==> src/design/rlc_pkg.sv <==
// Package: register map, field layout and types for the random access load control block
package rlc_pkg;
  localparam int NCH = 2;
  localparam int ADR_W = 8;
  // Per channel register window, 0x20 bytes each
  localparam logic [7:0] CH_STRIDE = 8'h20;
  localparam logic [4:0] OFF_CTRL = 5'h00;
  localparam logic [4:0] OFF_STAT_PAR = 5'h04;
  localparam logic [4:0] OFF_STAT_IDLE = 5'h08;
  localparam logic [4:0] OFF_DYN_PAR = 5'h0C;
  localparam logic [4:0] OFF_DYN_IDLE = 5'h10;
  localparam logic [4:0] OFF_STATUS = 5'h14;
  localparam logic [4:0] OFF_FLAGS = 5'h18;
  localparam logic [7:0] OFF_CTRL_WIN = 8'h40;
  // Control register fields
  localparam int CTRL_SCHEME_LSB = 0;
  localparam int CTRL_SCHEME_W = 4;
  localparam int CTRL_CRDSA_BIT = 4;
  localparam int CTRL_DYN_BIT = 5;
  localparam int CTRL_BLK_BIT = 6;
  localparam int CTRL_W = 7;
  // Flags register fields
  localparam int FLG_ORDER_BIT = 0;
  localparam int FLG_INBLK_BIT = 1;
  // Dynamic field value meaning "use the static default"
  localparam logic [7:0] USE_DEFAULT = 8'hFF;
  localparam logic [CTRL_W-1:0] CTRL_RST = 7'h00;
  localparam logic [31:0] PAR_RST = 32'h0101_0000;
  localparam logic [7:0] IDLE_RST = 8'h00;
  localparam logic [7:0] WIN_RST = 8'h01;
  localparam logic [15:0] LFSR_TAPS = 16'hB400;
  localparam logic [15:0] LFSR_SEED = 16'hACE1;

  typedef struct packed {
    logic [7:0] max_consec;
    logic [7:0] max_payload;
    logic [7:0] probability;
    logic [7:0] back_off;
  } rlc_par_t;

  typedef struct packed {
    logic [15:0] superframe_sequence;
    logic [15:0] timeslot;
  } rlc_pos_t;

  typedef enum logic [0:0] {CS_IDLE, CS_WAIT} rlc_cstate_t;
endpackage

==> src/design/rlc_ra_load_control.sv <==
// Random access load control: per channel gating of traffic and control slot selection
// Summary of operation
// - Control slot is picked uniformly among slots within the randomisation window.
// - Scheme code zero: every opportunity is used while data is pending.
// - Nonzero scheme applies load control, dynamic when enabled, else stationary.
// - Blocks per channel; unconfigured channel uses superframe as its one block.
// - Stationary control uses the static parameter registers.
// - Dynamic control takes the dynamic parameter registers instead.
// - Reserved dynamic code selects the static default for that field.
// - Same gating logic for static and dynamic; only parameter source differs.
// - Each channel has its own independent load control state.
// - New data defers access by back-off blocks with back-off probability.
// - After back-off, each opportunity is used with one minus probability.
// - Replicated-burst: block is the opportunity, payloads sent as repeats.
// - Replicated-burst positive decision transmits payloads within that block.
// - Slotted: each slot not on a block start cycle is one opportunity carrying exactly one payload.
// - Slotted opportunities within a block taken in ascending superframe then timeslot order.
// - Under load control, payloads per block never exceed the per-block cap.
// - Under load control, consecutive transmitting blocks never exceed the consecutive cap.
// - After the consecutive cap, stay silent for the idle block floor, or for one block if the floor is zero.
`timescale 1ns/100ps
module rlc_ra_load_control
  import rlc_pkg::*;
(
  input wire logic clk,
  input wire logic reset_n,
  input wire logic wb_cyc_i,
  input wire logic wb_stb_i,
  input wire logic wb_we_i,
  input wire logic [ADR_W-1:0] wb_adr_i,
  input wire logic [3:0] wb_sel_i,
  input wire logic [31:0] wb_dat_i,
  output logic [31:0] wb_dat_o,
  output logic wb_ack_o,
  input wire logic superframe_start,
  input wire logic [NCH-1:0] block_start,
  input wire logic [NCH-1:0] new_data,
  input wire logic [NCH-1:0] buf_pending,
  input wire logic [NCH-1:0] slot_valid,
  input wire rlc_pos_t [NCH-1:0] slot_pos,
  output logic [NCH-1:0] tx_go,
  output logic [NCH-1:0][7:0] tx_payloads,
  input wire logic ctrl_request,
  input wire logic ctrl_slot,
  output logic ctrl_go
);

  function automatic logic [31:0] merge(input logic [31:0] old, input logic [31:0] nw, input logic [3:0] sel);
    logic [31:0] r;
    r = old;
    for (int b = 0; b < 4; b++) begin
      if (sel[b]) begin
        r[8*b +: 8] = nw[8*b +: 8];
      end
    end
    return r;
  endfunction

  function automatic logic [15:0] lfsr_step(input logic [15:0] s);
    return s[0] ? ((s >> 1) ^ LFSR_TAPS) : (s >> 1);
  endfunction

  // Bus: ack one cycle after the request, write lands on the edge the master sees ack
  logic ack_r;
  logic wr_en;
  logic [31:0] rd_nxt;
  logic [31:0] rd_r;
  logic [NCH-1:0][6:0][31:0] ch_rd;
  logic [7:0] win_r;

  assign wr_en = wb_cyc_i & wb_stb_i & wb_we_i & ack_r;
  assign wb_ack_o = ack_r;
  assign wb_dat_o = rd_r;

  always_ff @(posedge clk or negedge reset_n) begin
    if (!reset_n) begin
      ack_r <= 1'b0;
    end else begin
      ack_r <= wb_cyc_i & wb_stb_i & ~ack_r;
    end
  end

  always_comb begin
    rd_nxt = 32'h0000_0000;
    if (wb_adr_i == OFF_CTRL_WIN) begin
      rd_nxt = {24'h00_0000, win_r};
    end
    for (int c = 0; c < NCH; c++) begin
      if (wb_adr_i[7:5] == 3'(c) && wb_adr_i[4:2] != 3'h7 && wb_adr_i[1:0] == 2'h0) begin
        rd_nxt = ch_rd[c][wb_adr_i[4:2]];
      end
    end
  end

  always_ff @(posedge clk or negedge reset_n) begin
    if (!reset_n) begin
      rd_r <= 32'h0000_0000;
    end else if (wb_cyc_i & wb_stb_i & ~ack_r) begin
      rd_r <= rd_nxt;
    end
  end

  always_ff @(posedge clk or negedge reset_n) begin
    if (!reset_n) begin
      win_r <= WIN_RST;
    end else if (wr_en && wb_adr_i == OFF_CTRL_WIN && wb_sel_i[0]) begin
      win_r <= wb_dat_i[7:0];
    end
  end

  // Control slot selection
  rlc_cstate_t cst_r;
  logic [15:0] clfsr_r;
  logic [7:0] target_r;
  logic [7:0] seen_r;
  logic ctrl_go_r;
  logic [15:0] pick;

  assign ctrl_go = ctrl_go_r;
  // Scaling by the window keeps the draw uniform without a divider
  assign pick = clfsr_r[15:8] * win_r;

  always_ff @(posedge clk or negedge reset_n) begin
    if (!reset_n) begin
      clfsr_r <= LFSR_SEED;
    end else begin
      clfsr_r <= lfsr_step(clfsr_r);
    end
  end

  always_ff @(posedge clk or negedge reset_n) begin
    if (!reset_n) begin
      cst_r <= CS_IDLE;
      target_r <= 8'h00;
      seen_r <= 8'h00;
      ctrl_go_r <= 1'b0;
    end else begin
      ctrl_go_r <= 1'b0;
      case (cst_r)
        CS_IDLE: begin
          if (ctrl_request && win_r != 8'h00) begin
            target_r <= pick[15:8];
            seen_r <= 8'h00;
            cst_r <= CS_WAIT;
          end
        end
        CS_WAIT: begin
          if (ctrl_slot) begin
            seen_r <= seen_r + 8'h01;
            if (seen_r == target_r) begin
              ctrl_go_r <= 1'b1;
              cst_r <= CS_IDLE;
            end
          end
        end
        default: begin
          cst_r <= CS_IDLE;
        end
      endcase
    end
  end

  // One independent instance per channel
  for (genvar i = 0; i < NCH; i++) begin : g_ch
    logic [CTRL_W-1:0] ctrl_r;
    rlc_par_t spar_r;
    rlc_par_t dpar_r;
    rlc_par_t par;
    logic [7:0] sidle_r;
    logic [7:0] didle_r;
    logic [7:0] idle_min;
    logic [15:0] lfsr_r;
    logic [7:0] backoff_r;
    logic [7:0] pay_r;
    logic [7:0] consec_r;
    logic [7:0] idle_r;
    logic inblk_r;
    logic order_err_r;
    logic crdsa_opp_r;
    logic last_v_r;
    rlc_pos_t last_r;
    logic go_r;
    logic [7:0] npay_r;
    logic blk;
    logic lc_on;
    logic crdsa;
    logic sel_hit;
    logic ordered;
    logic sa_opp;
    logic opp;
    logic pass;
    logic go;
    logic [4:0] off;
    logic [7:0] rnd;

    assign off = wb_adr_i[4:0];
    assign sel_hit = wr_en && wb_adr_i[7:5] == 3'(i);
    assign lc_on = ctrl_r[CTRL_SCHEME_LSB +: CTRL_SCHEME_W] != 4'h0;
    assign crdsa = ctrl_r[CTRL_CRDSA_BIT];
    assign blk = ctrl_r[CTRL_BLK_BIT] ? block_start[i] : superframe_start;
    assign rnd = lfsr_r[15:8];

    // Field-wise source select; gating below never looks at the source
    always_comb begin
      par = spar_r;
      idle_min = sidle_r;
      if (ctrl_r[CTRL_DYN_BIT]) begin
        par.back_off = dpar_r.back_off == USE_DEFAULT ? spar_r.back_off : dpar_r.back_off;
        par.probability = dpar_r.probability == USE_DEFAULT ? spar_r.probability : dpar_r.probability;
        par.max_payload = dpar_r.max_payload == USE_DEFAULT ? spar_r.max_payload : dpar_r.max_payload;
        par.max_consec = dpar_r.max_consec == USE_DEFAULT ? spar_r.max_consec : dpar_r.max_consec;
        idle_min = didle_r == USE_DEFAULT ? sidle_r : didle_r;
      end
    end

    always_ff @(posedge clk or negedge reset_n) begin
      if (!reset_n) begin
        ctrl_r <= CTRL_RST;
        spar_r <= PAR_RST;
        dpar_r <= PAR_RST;
        sidle_r <= IDLE_RST;
        didle_r <= IDLE_RST;
      end else if (sel_hit) begin
        case (off)
          OFF_CTRL: ctrl_r <= CTRL_W'(merge(32'(ctrl_r), wb_dat_i, wb_sel_i));
          OFF_STAT_PAR: spar_r <= merge(spar_r, wb_dat_i, wb_sel_i);
          OFF_DYN_PAR: dpar_r <= merge(dpar_r, wb_dat_i, wb_sel_i);
          OFF_STAT_IDLE: sidle_r <= wb_sel_i[0] ? wb_dat_i[7:0] : sidle_r;
          OFF_DYN_IDLE: didle_r <= wb_sel_i[0] ? wb_dat_i[7:0] : didle_r;
          default: begin
          end
        endcase
      end
    end

    assign ch_rd[i][0] = {25'h000_0000, ctrl_r};
    assign ch_rd[i][1] = spar_r;
    assign ch_rd[i][2] = {24'h00_0000, sidle_r};
    assign ch_rd[i][3] = dpar_r;
    assign ch_rd[i][4] = {24'h00_0000, didle_r};
    assign ch_rd[i][5] = {backoff_r, idle_r, consec_r, pay_r};
    assign ch_rd[i][6] = {30'h0000_0000, inblk_r, order_err_r};

    always_ff @(posedge clk or negedge reset_n) begin
      if (!reset_n) begin
        lfsr_r <= LFSR_SEED ^ 16'(i + 1);
      end else begin
        lfsr_r <= lfsr_step(lfsr_r);
      end
    end

    // Opportunity: slot on slotted channels, block start one cycle late on replicated ones
    assign ordered = !last_v_r || slot_pos[i] > last_r;
    assign sa_opp = !crdsa && slot_valid[i] && !blk && ordered;
    assign opp = crdsa ? crdsa_opp_r : sa_opp;
    assign pass = !lc_on || (backoff_r == 8'h00 && idle_r == 8'h00 && rnd >= par.probability &&
                  consec_r < par.max_consec);
    assign go = opp && buf_pending[i] && pass && (crdsa ? (!lc_on || pay_r == 8'h00) :
                (!lc_on || pay_r < par.max_payload)) && (!lc_on || par.max_payload != 8'h00);

    always_ff @(posedge clk or negedge reset_n) begin
      if (!reset_n) begin
        crdsa_opp_r <= 1'b0;
        last_v_r <= 1'b0;
        last_r <= '0;
        order_err_r <= 1'b0;
      end else begin
        crdsa_opp_r <= crdsa && blk;
        if (blk) begin
          last_v_r <= 1'b0;
        end else if (!crdsa && slot_valid[i] && ordered) begin
          last_v_r <= 1'b1;
          last_r <= slot_pos[i];
        end
        // Set wins over a same-cycle write-one-to-clear
        if (!crdsa && slot_valid[i] && !ordered) begin
          order_err_r <= 1'b1;
        end else if (sel_hit && off == OFF_FLAGS && wb_sel_i[0] && wb_dat_i[FLG_ORDER_BIT]) begin
          order_err_r <= 1'b0;
        end
      end
    end

    // Back-off on arrival of new data, counted in blocks
    always_ff @(posedge clk or negedge reset_n) begin
      if (!reset_n) begin
        backoff_r <= 8'h00;
      end else if (new_data[i] && lc_on && rnd < par.probability) begin
        backoff_r <= par.back_off;
      end else if (blk && backoff_r != 8'h00) begin
        backoff_r <= backoff_r - 8'h01;
      end
    end

    // Block accounting
    always_ff @(posedge clk or negedge reset_n) begin
      if (!reset_n) begin
        pay_r <= 8'h00;
        consec_r <= 8'h00;
        idle_r <= 8'h00;
        inblk_r <= 1'b0;
      end else if (blk) begin
        pay_r <= 8'h00;
        inblk_r <= 1'b0;
        if (inblk_r) begin
          // Parking at the cap keeps the next block silent even with a zero idle floor
          if (consec_r < par.max_consec) begin
            consec_r <= consec_r + 8'h01;
          end
          if (consec_r + 8'h01 >= par.max_consec) begin
            idle_r <= idle_min;
          end
        end else begin
          consec_r <= 8'h00;
          if (idle_r != 8'h00) begin
            idle_r <= idle_r - 8'h01;
          end
        end
      end else if (go) begin
        inblk_r <= 1'b1;
        pay_r <= crdsa ? par.max_payload : pay_r + 8'h01;
      end
    end

    always_ff @(posedge clk or negedge reset_n) begin
      if (!reset_n) begin
        go_r <= 1'b0;
        npay_r <= 8'h00;
      end else begin
        go_r <= go;
        npay_r <= crdsa ? par.max_payload : 8'h01;
      end
    end

    assign tx_go[i] = go_r;
    assign tx_payloads[i] = go_r ? npay_r : 8'h00;

  end
endmodule
==> config.mk <==
export PLATFORM = sky130hd
export DESIGN_NAME = rlc_ra_load_control
export DESIGN_NICKNAME = d
export VERILOG_FILES = /design/src/design/rlc_pkg.sv /design/src/design/rlc_ra_load_control.sv
export SDC_FILE = /design/constraint.sdc
export NUM_CORES = 1
export LEC_CHECK = 0
export BUFFER_PORTS_ARGS = -buffer_cell sky130_fd_sc_hd__buf_4
export CAP_MARGIN = 20
export CORE_ASPECT_RATIO = 0.9
export CORE_MARGIN = 4
export CORE_UTILIZATION = 66
export DETAILED_ROUTE_END_ITERATION = 10
export GPL_ROUTABILITY_DRIVEN = 0
export PLACE_DENSITY_LB_ADDON = 0.15
export SETUP_SLACK_MARGIN = 0.5
export SYNTH_ARGS = -nofsm -noshare
export SYNTH_HDL_FRONTEND = slang
export SYNTH_SLANG_ARGS = --single-unit
==> constraint.sdc <==
create_clock -name clk -period 14 [get_ports clk]
set_input_delay 2.1 -clock clk [delete_from_list [all_inputs] [get_ports clk]]
set_output_delay 2.1 -clock clk [all_outputs]
set_load 0.01 [all_outputs]
Word-level counts from Yosys, hierarchy flattened --
Cells that the tools add are included.
Storage, ports and cells: input port bits 124, register bits 435
Cells by class: mux-type cells 76, add/sub/neg operators 9, equality and inequality tests 25, bitwise operators 11, order comparisons 13, reduce and logical (&&, ||, !) cells 125, $mul 1
Operators with widths (number):
- 8-bit two-way mux | 39
- 32-bit binary-select mux with 3-bit select | 2
- 32-bit two-way mux | 6
- 8-bit equality test (second input constant) | 10
- 3-bit AND reduction | 24
- 32-bit greater-than comparator | 2
- 8-bit nonzero test | 7
- 8-bit zero test | 6
- 8-bit less-than comparator | 6
- 16-bit two-way mux | 3
- 1-bit logical AND | 47
- 8-bit by 1-bit adder with 8-bit output (second input constant) | 5
- 8-bit >= comparator | 4
- 8-bit by 1-bit subtractor with 8-bit output (second input constant) | 4
- 1-bit two-way mux | 24
- 2-bit nonzero test | 10
- 8-bit by 8-bit multiplier with 16-bit output | 1
- 8-bit one-hot mux with 2 select lines | 1
- 3-bit NOT with 4-bit output | 3
- 2-bit AND reduction | 6
- 5-bit by 4-bit equality test with 1-bit output (second input constant) | 2
- 5-bit equality test (second input constant) | 2
- 1-bit zero test | 10
- 1-bit logical OR | 10
- 15 further kinds | 26

Depth between registers and ports, before layout --
word-level depth 12, mapped depth 19, mapped depth without buffers 18

Least setup slack after synthesis --
Ideal clock, no wire load.
kind reg2reg, from register clfsr_r[11], to register target_r[7], arrival 4.385 ns, cell stages (with the launch flop) 18, path buffers 1, required time 13.906 ns, period minus slack after synthesis 4.479 ns, slack 9.521 ns, cell sequence dfstp_2 > clkbuf_1 > and2_1 > fa_1 > fa_1 > fa_1 > inv_1 > fa_1 > inv_1 > ha_1 > or2_2 > a21oi_1 > a31oi_1 > nand4_1 > nand3_1 > nor2_1 > nor3_1 > a211oi_1
Between the ends: cells in the longest elaborated chain, start to end 1
RTL lines:
- start, declared | line rlc_ra_load_control.sv:113 | logic [15:0] clfsr_r;
- start signal, assigned | line rlc_ra_load_control.sv:127 | clfsr_r <= lfsr_step(clfsr_r);
- 8-bit by 8-bit multiplier with 16-bit output | line rlc_ra_load_control.sv:121 | assign pick = clfsr_r[15:8] * win_r;
- end signal, assigned | line rlc_ra_load_control.sv:142 | target_r <= pick[15:8];
- end, declared | line rlc_ra_load_control.sv:114 | logic [7:0] target_r;
Every way passes these cells. A chain may end at the register's enable or synchronous reset.

Worst setup path after layout --
from register g_ch[0].ctrl_r[5], to register g_ch[0].pay_r[0]
Between the ends: cells in the longest elaborated chain, start to end 9, elaborated cells between the ends (all ways) 18
RTL lines:
- start, declared | line rlc_ra_load_control.sv:165 | logic [CTRL_W-1:0] ctrl_r;
- start signal, assigned | line rlc_ra_load_control.sv:225 | OFF_CTRL: ctrl_r <= CTRL_W'(merge(32'(ctrl_r), wb_dat_i, wb_sel_i));
- 32-bit two-way mux * | line rlc_ra_load_control.sv:207 | if (ctrl_r[CTRL_DYN_BIT]) begin
- 8-bit >= comparator | line rlc_ra_load_control.sv:256 | assign pass = !lc_on || (backoff_r == 8'h00 && idle_r == 8'h00 && rnd >= par.probability &&
- 1-bit logical AND (2 in a row) | line rlc_ra_load_control.sv:256
- 1-bit logical OR | line rlc_ra_load_control.sv:256
- 1-bit logical AND (2 in a row) | line rlc_ra_load_control.sv:258 | assign go = opp && buf_pending[i] && pass && (crdsa ? (!lc_on || pay_r == 8'h00) :
- 1-bit logical AND * | line rlc_ra_load_control.sv:259 | (!lc_on || pay_r < par.max_payload)) && (!lc_on || par.max_payload != 8'h00);
- net g_ch[0].go | line rlc_ra_load_control.sv:192 | logic go;
- 2-bit nonzero test (no line) *
- end signal, assigned | line rlc_ra_load_control.sv:321 | pay_r <= crdsa ? par.max_payload : pay_r + 8'h01;
- end, declared | line rlc_ra_load_control.sv:174 | logic [7:0] pay_r;
Mark *: on every way through the listed nets, which the timed path passes. The rest lies on a longest branch. The select of a mux whose other input is x is not followed.

==> impl_metrics.csv <==
group,metric,value,unit
run_status,status,"complete, no violations",
clock_network,clk_pin_slew,0.07,ns
sta,fin_worst_skew,0.01690,ns
final_layout,final_cell_count_no_fill,3113,
yosys,yosysWarnings,0,
yosys,ys_types,79,
detailed_routing,routedWlPerCell,21.97,µm
global_routing,grtUsageTotal,0.3249,
final_layout,antenna_cells,0,
setup_path,cp_max_fo,20,
yosys,synth-seq-cells,435,
sta,clock.fmax,180.7,MHz
clock_network,cts_root_buf,"clkbuf_16",
floorplan,fp-row-count,67,
floorplan,coreArea,0.03747,mm²
detailed_routing,first_pass_iters,6,
final_layout,postLayoutCoreUtil,0.7615,
final_layout,layout_commonest_cell,"dfrtp_1",
floorplan,num_io_pins,176,
power_and_ir_drop,p_per_area,106.8,mW/mm²
detailed_routing,routed_wl,68380,µm
setup_path,r2r_start,"g_ch[0].ctrl_r[5]",
detailed_routing,vias_per_cell,6.446,
sta,min_period,5.535,ns
sta,setup_viol,0,
clock_network,ctsHoldBuffers,0,
final_layout,final_nets,2927,
setup_path,worstPathRequired,14.44,ns
power_and_ir_drop,clkPwrFrac,0.421,
detailed_routing,vias,20070,
global_routing,antenna_found_initial,1,
sta,max_slew_margin,0.3120,
clock_network,cts_inserted_buffers,45,
setup_path,cp-endpoint,"g_ch[0].pay_r[0]",
sta,rsz0062_at_grt,"false",
setup_path,cp-start-kind,"flop",
yosys,syn_area_per_cell,10.26,µm²
yosys,syn_inst,2458,
clock_network,postCtsSetupBuffers,0,
setup_path,r2r_setup_slack,8.47,ns
power_and_ir_drop,p_switching,811.3,µW
sta,setup_ws,8.465,ns
setup_path,cp-startpoint,"g_ch[0].ctrl_r[5]",
power_and_ir_drop,power.internal,2.235,mW
global_routing,grt_pass1_vias,20130,
yosys,ys.flop_type,"dfrtp_1",
setup_path,reg2reg_to,"g_ch[0].pay_r[0]",
detailed_routing,drc,0,
yosys,synthesis.area,0.02523,mm²
clock_network,cts_tree,"done",
power_and_ir_drop,peakVddDrop,0.1054,mV
clock_network,cts_resized,0,
clock_network,insertion_delay,0.57,ns
yosys,synth-async-reset-ratio,1.000,
setup_path,end_kind,"flop",
final_layout,drive_above_1_share,0.2008,
setup_path,reg2reg_depth,13,
clock_network,clock_path_buffers,3,
sta,drv_slew,0,
sta,setup_tns,0,ns
placement,port_buffers,175,
floorplan,dieArea,0.04142,mm²
worst_hold_path,hold_class,"flop to flop",
detailed_routing,drtIter0Drc,2099,
global_routing,grt_max_degree,168,
power_and_ir_drop,static-leakage-power,13.78,nW
sta,tightestPinTransition,1.032,ns
final_layout,layout_common_cells,"dfrtp_1, nand2_1, mux2_2",
power_and_ir_drop,pwr-share-seq,0.461,
setup_path,critPathKind,"flop to flop",
floorplan,initial_core_util,0.6733,
placement,place_inst,3024,
final_layout,synthToLayoutAreaGrowth,13.10,%
floorplan,die_h,193.5,µm
yosys,synth-edff-count,0,
sta,period_share,0.3953,
power_and_ir_drop,power_frac_comb,0.118,
yosys,seq_area_frac_synth,0.4331,
floorplan,die_w,214.1,µm
job,max_cap_viol_count,0,
power_and_ir_drop,finalPower,3.047,mW
clock_network,cts.sinks,435,
power_and_ir_drop,p_sw_frac,0.2663,
placement,pre_cts_slack,8.358,ns
global_routing,grt_pass1_wl,109600,µm
global_routing,grt_overflow,0,
sta,hold_viol,0,
yosys,syn_nets,2791,
placement,post-dp-hpwl,49190,µm
clock_network,htreeDepth,2,
setup_path,arrival,5.97,ns
detailed_routing,ant_nets,0,
[cell type report]
type	count	area [µm²]
tap	483	604.3
inverter	128	480.5
fill	2559	8936
timing repair buffer	190	1501
sequential	435	10930
clock inverter	20	267.8
multi-input combinational	1794	13440
clock buffer	63	1316
[registers in the layout, indices dropped and copies added (netlist names), 2 cells and up]
name	cells
g_ch.sidle_r	16
clfsr_r	16
g_ch.inblk_r	2
g_ch.backoff_r	16
g_ch.lfsr_r	32
g_ch.pay_r	16
g_ch.ctrl_r	14
g_ch.crdsa_opp_r	2
wb_dat_o	32
g_ch.consec_r	16
ch_rd	128
g_ch.didle_r	16
g_ch.npay_r	16
seen_r	8
target_r	8
g_ch.last_v_r	2
g_ch.last_r	64
g_ch.go_r	2
g_ch.idle_r	16
g_ch.order_err_r	2
win_r	8
[synthesized netlist by cell type (30+ instances only)]
cell | number | area share
nand4_1 | 52 | 0.013
inv_1 | 126 | 0.019
and2_1 | 69 | 0.017
nor2_1 | 148 | 0.022
o22ai_1 | 48 | 0.012
ha_1 | 174 | 0.086
o21ai_0 | 195 | 0.039
mux2i_1 | 103 | 0.041
a21oi_1 | 101 | 0.020
clkbuf_1 | 86 | 0.013
nand2b_1 | 30 | 0.0074
nand2_1 | 266 | 0.040
mux2_2 | 196 | 0.087
fa_1 | 35 | 0.028
dfrtp_1 | 402 | 0.40
dfstp_2 | 33 | 0.034
nand3_1 | 41 | 0.0081
[how the worst min path moves through the flow]
stage                            startpoint                end  slack [ns]  depth (start not counted)
after floorplan                  clfsr_r[2]         clfsr_r[1]        0.33                          0
after global placement           clfsr_r[2]         clfsr_r[1]        0.33                          0
after detailed placement         clfsr_r[4]         clfsr_r[3]        0.33                          0
after CTS                 g_ch[0].lfsr_r[2]  g_ch[0].lfsr_r[1]        0.35                          0
after global routing      g_ch[1].lfsr_r[6]  g_ch[1].lfsr_r[5]        0.36                          0
final                     g_ch[0].lfsr_r[3]  g_ch[0].lfsr_r[2]        0.35                          0
[critical path, cell delays in order, from the launching register on]
cell and delay [ns]:
dfrtp_1 0.79, inv_1 0.49, nor2_1 0.71, mux2i_1 0.41, ha_1 0.25, o21ai_0 0.08
a21oi_1 0.15, o41ai_1 0.09, o21ai_0 0.64, nor4_2 0.14, o22ai_1 0.77, clkinv_1 0.54
a31oi_1 0.29, nor2_1 0.06
[metal layers]
metal  routed length (µm)  vias up  GRT usage
li1                     -     9087          -
met1                28110     9873     0.4491
met2                31780      928     0.5185
met3                 5940      177    0.06996
met4                 2544        2     0.1076
met5                    7        -          0
[stage by stage]
step	area, µm²	hold WS, ns
floorplan	25230	0.3312
global placement	26840	0.3348
detailed placement	26850	0.3347
CTS	28440	0.3523
global route	28540	0.3567
finish	28540	0.3492
[power groups by stage]
| stage | registers [mW] | clock network (mW) | logic [mW] |
|---|---|---|---|
| 6_report | 1.40 | 1.28 | 0.359 |
| 5_1_grt | 1.41 | 1.35 | 0.400 |
| 4_1_cts | 1.40 | 1.29 | 0.354 |
| 3_5_place_dp | 1.42 | 0 | 0.348 |
| 3_3_place_gp | 1.42 | 0 | 0.331 |
| 2_1_floorplan | 1.39 | 0 | 0.228 |
[kinds of logic after synthesis]
family | synth area share
DFF | 0.4331
muxes | 0.1408
AOI/OAI and AO/OA | 0.1183
xor gates and xnor gates | 0.01701
adders and majority gates | 0.1141
buffers and inverters | 0.03516
and+or+nand+nor | 0.1415
Power figures use the tool's default switching activity.
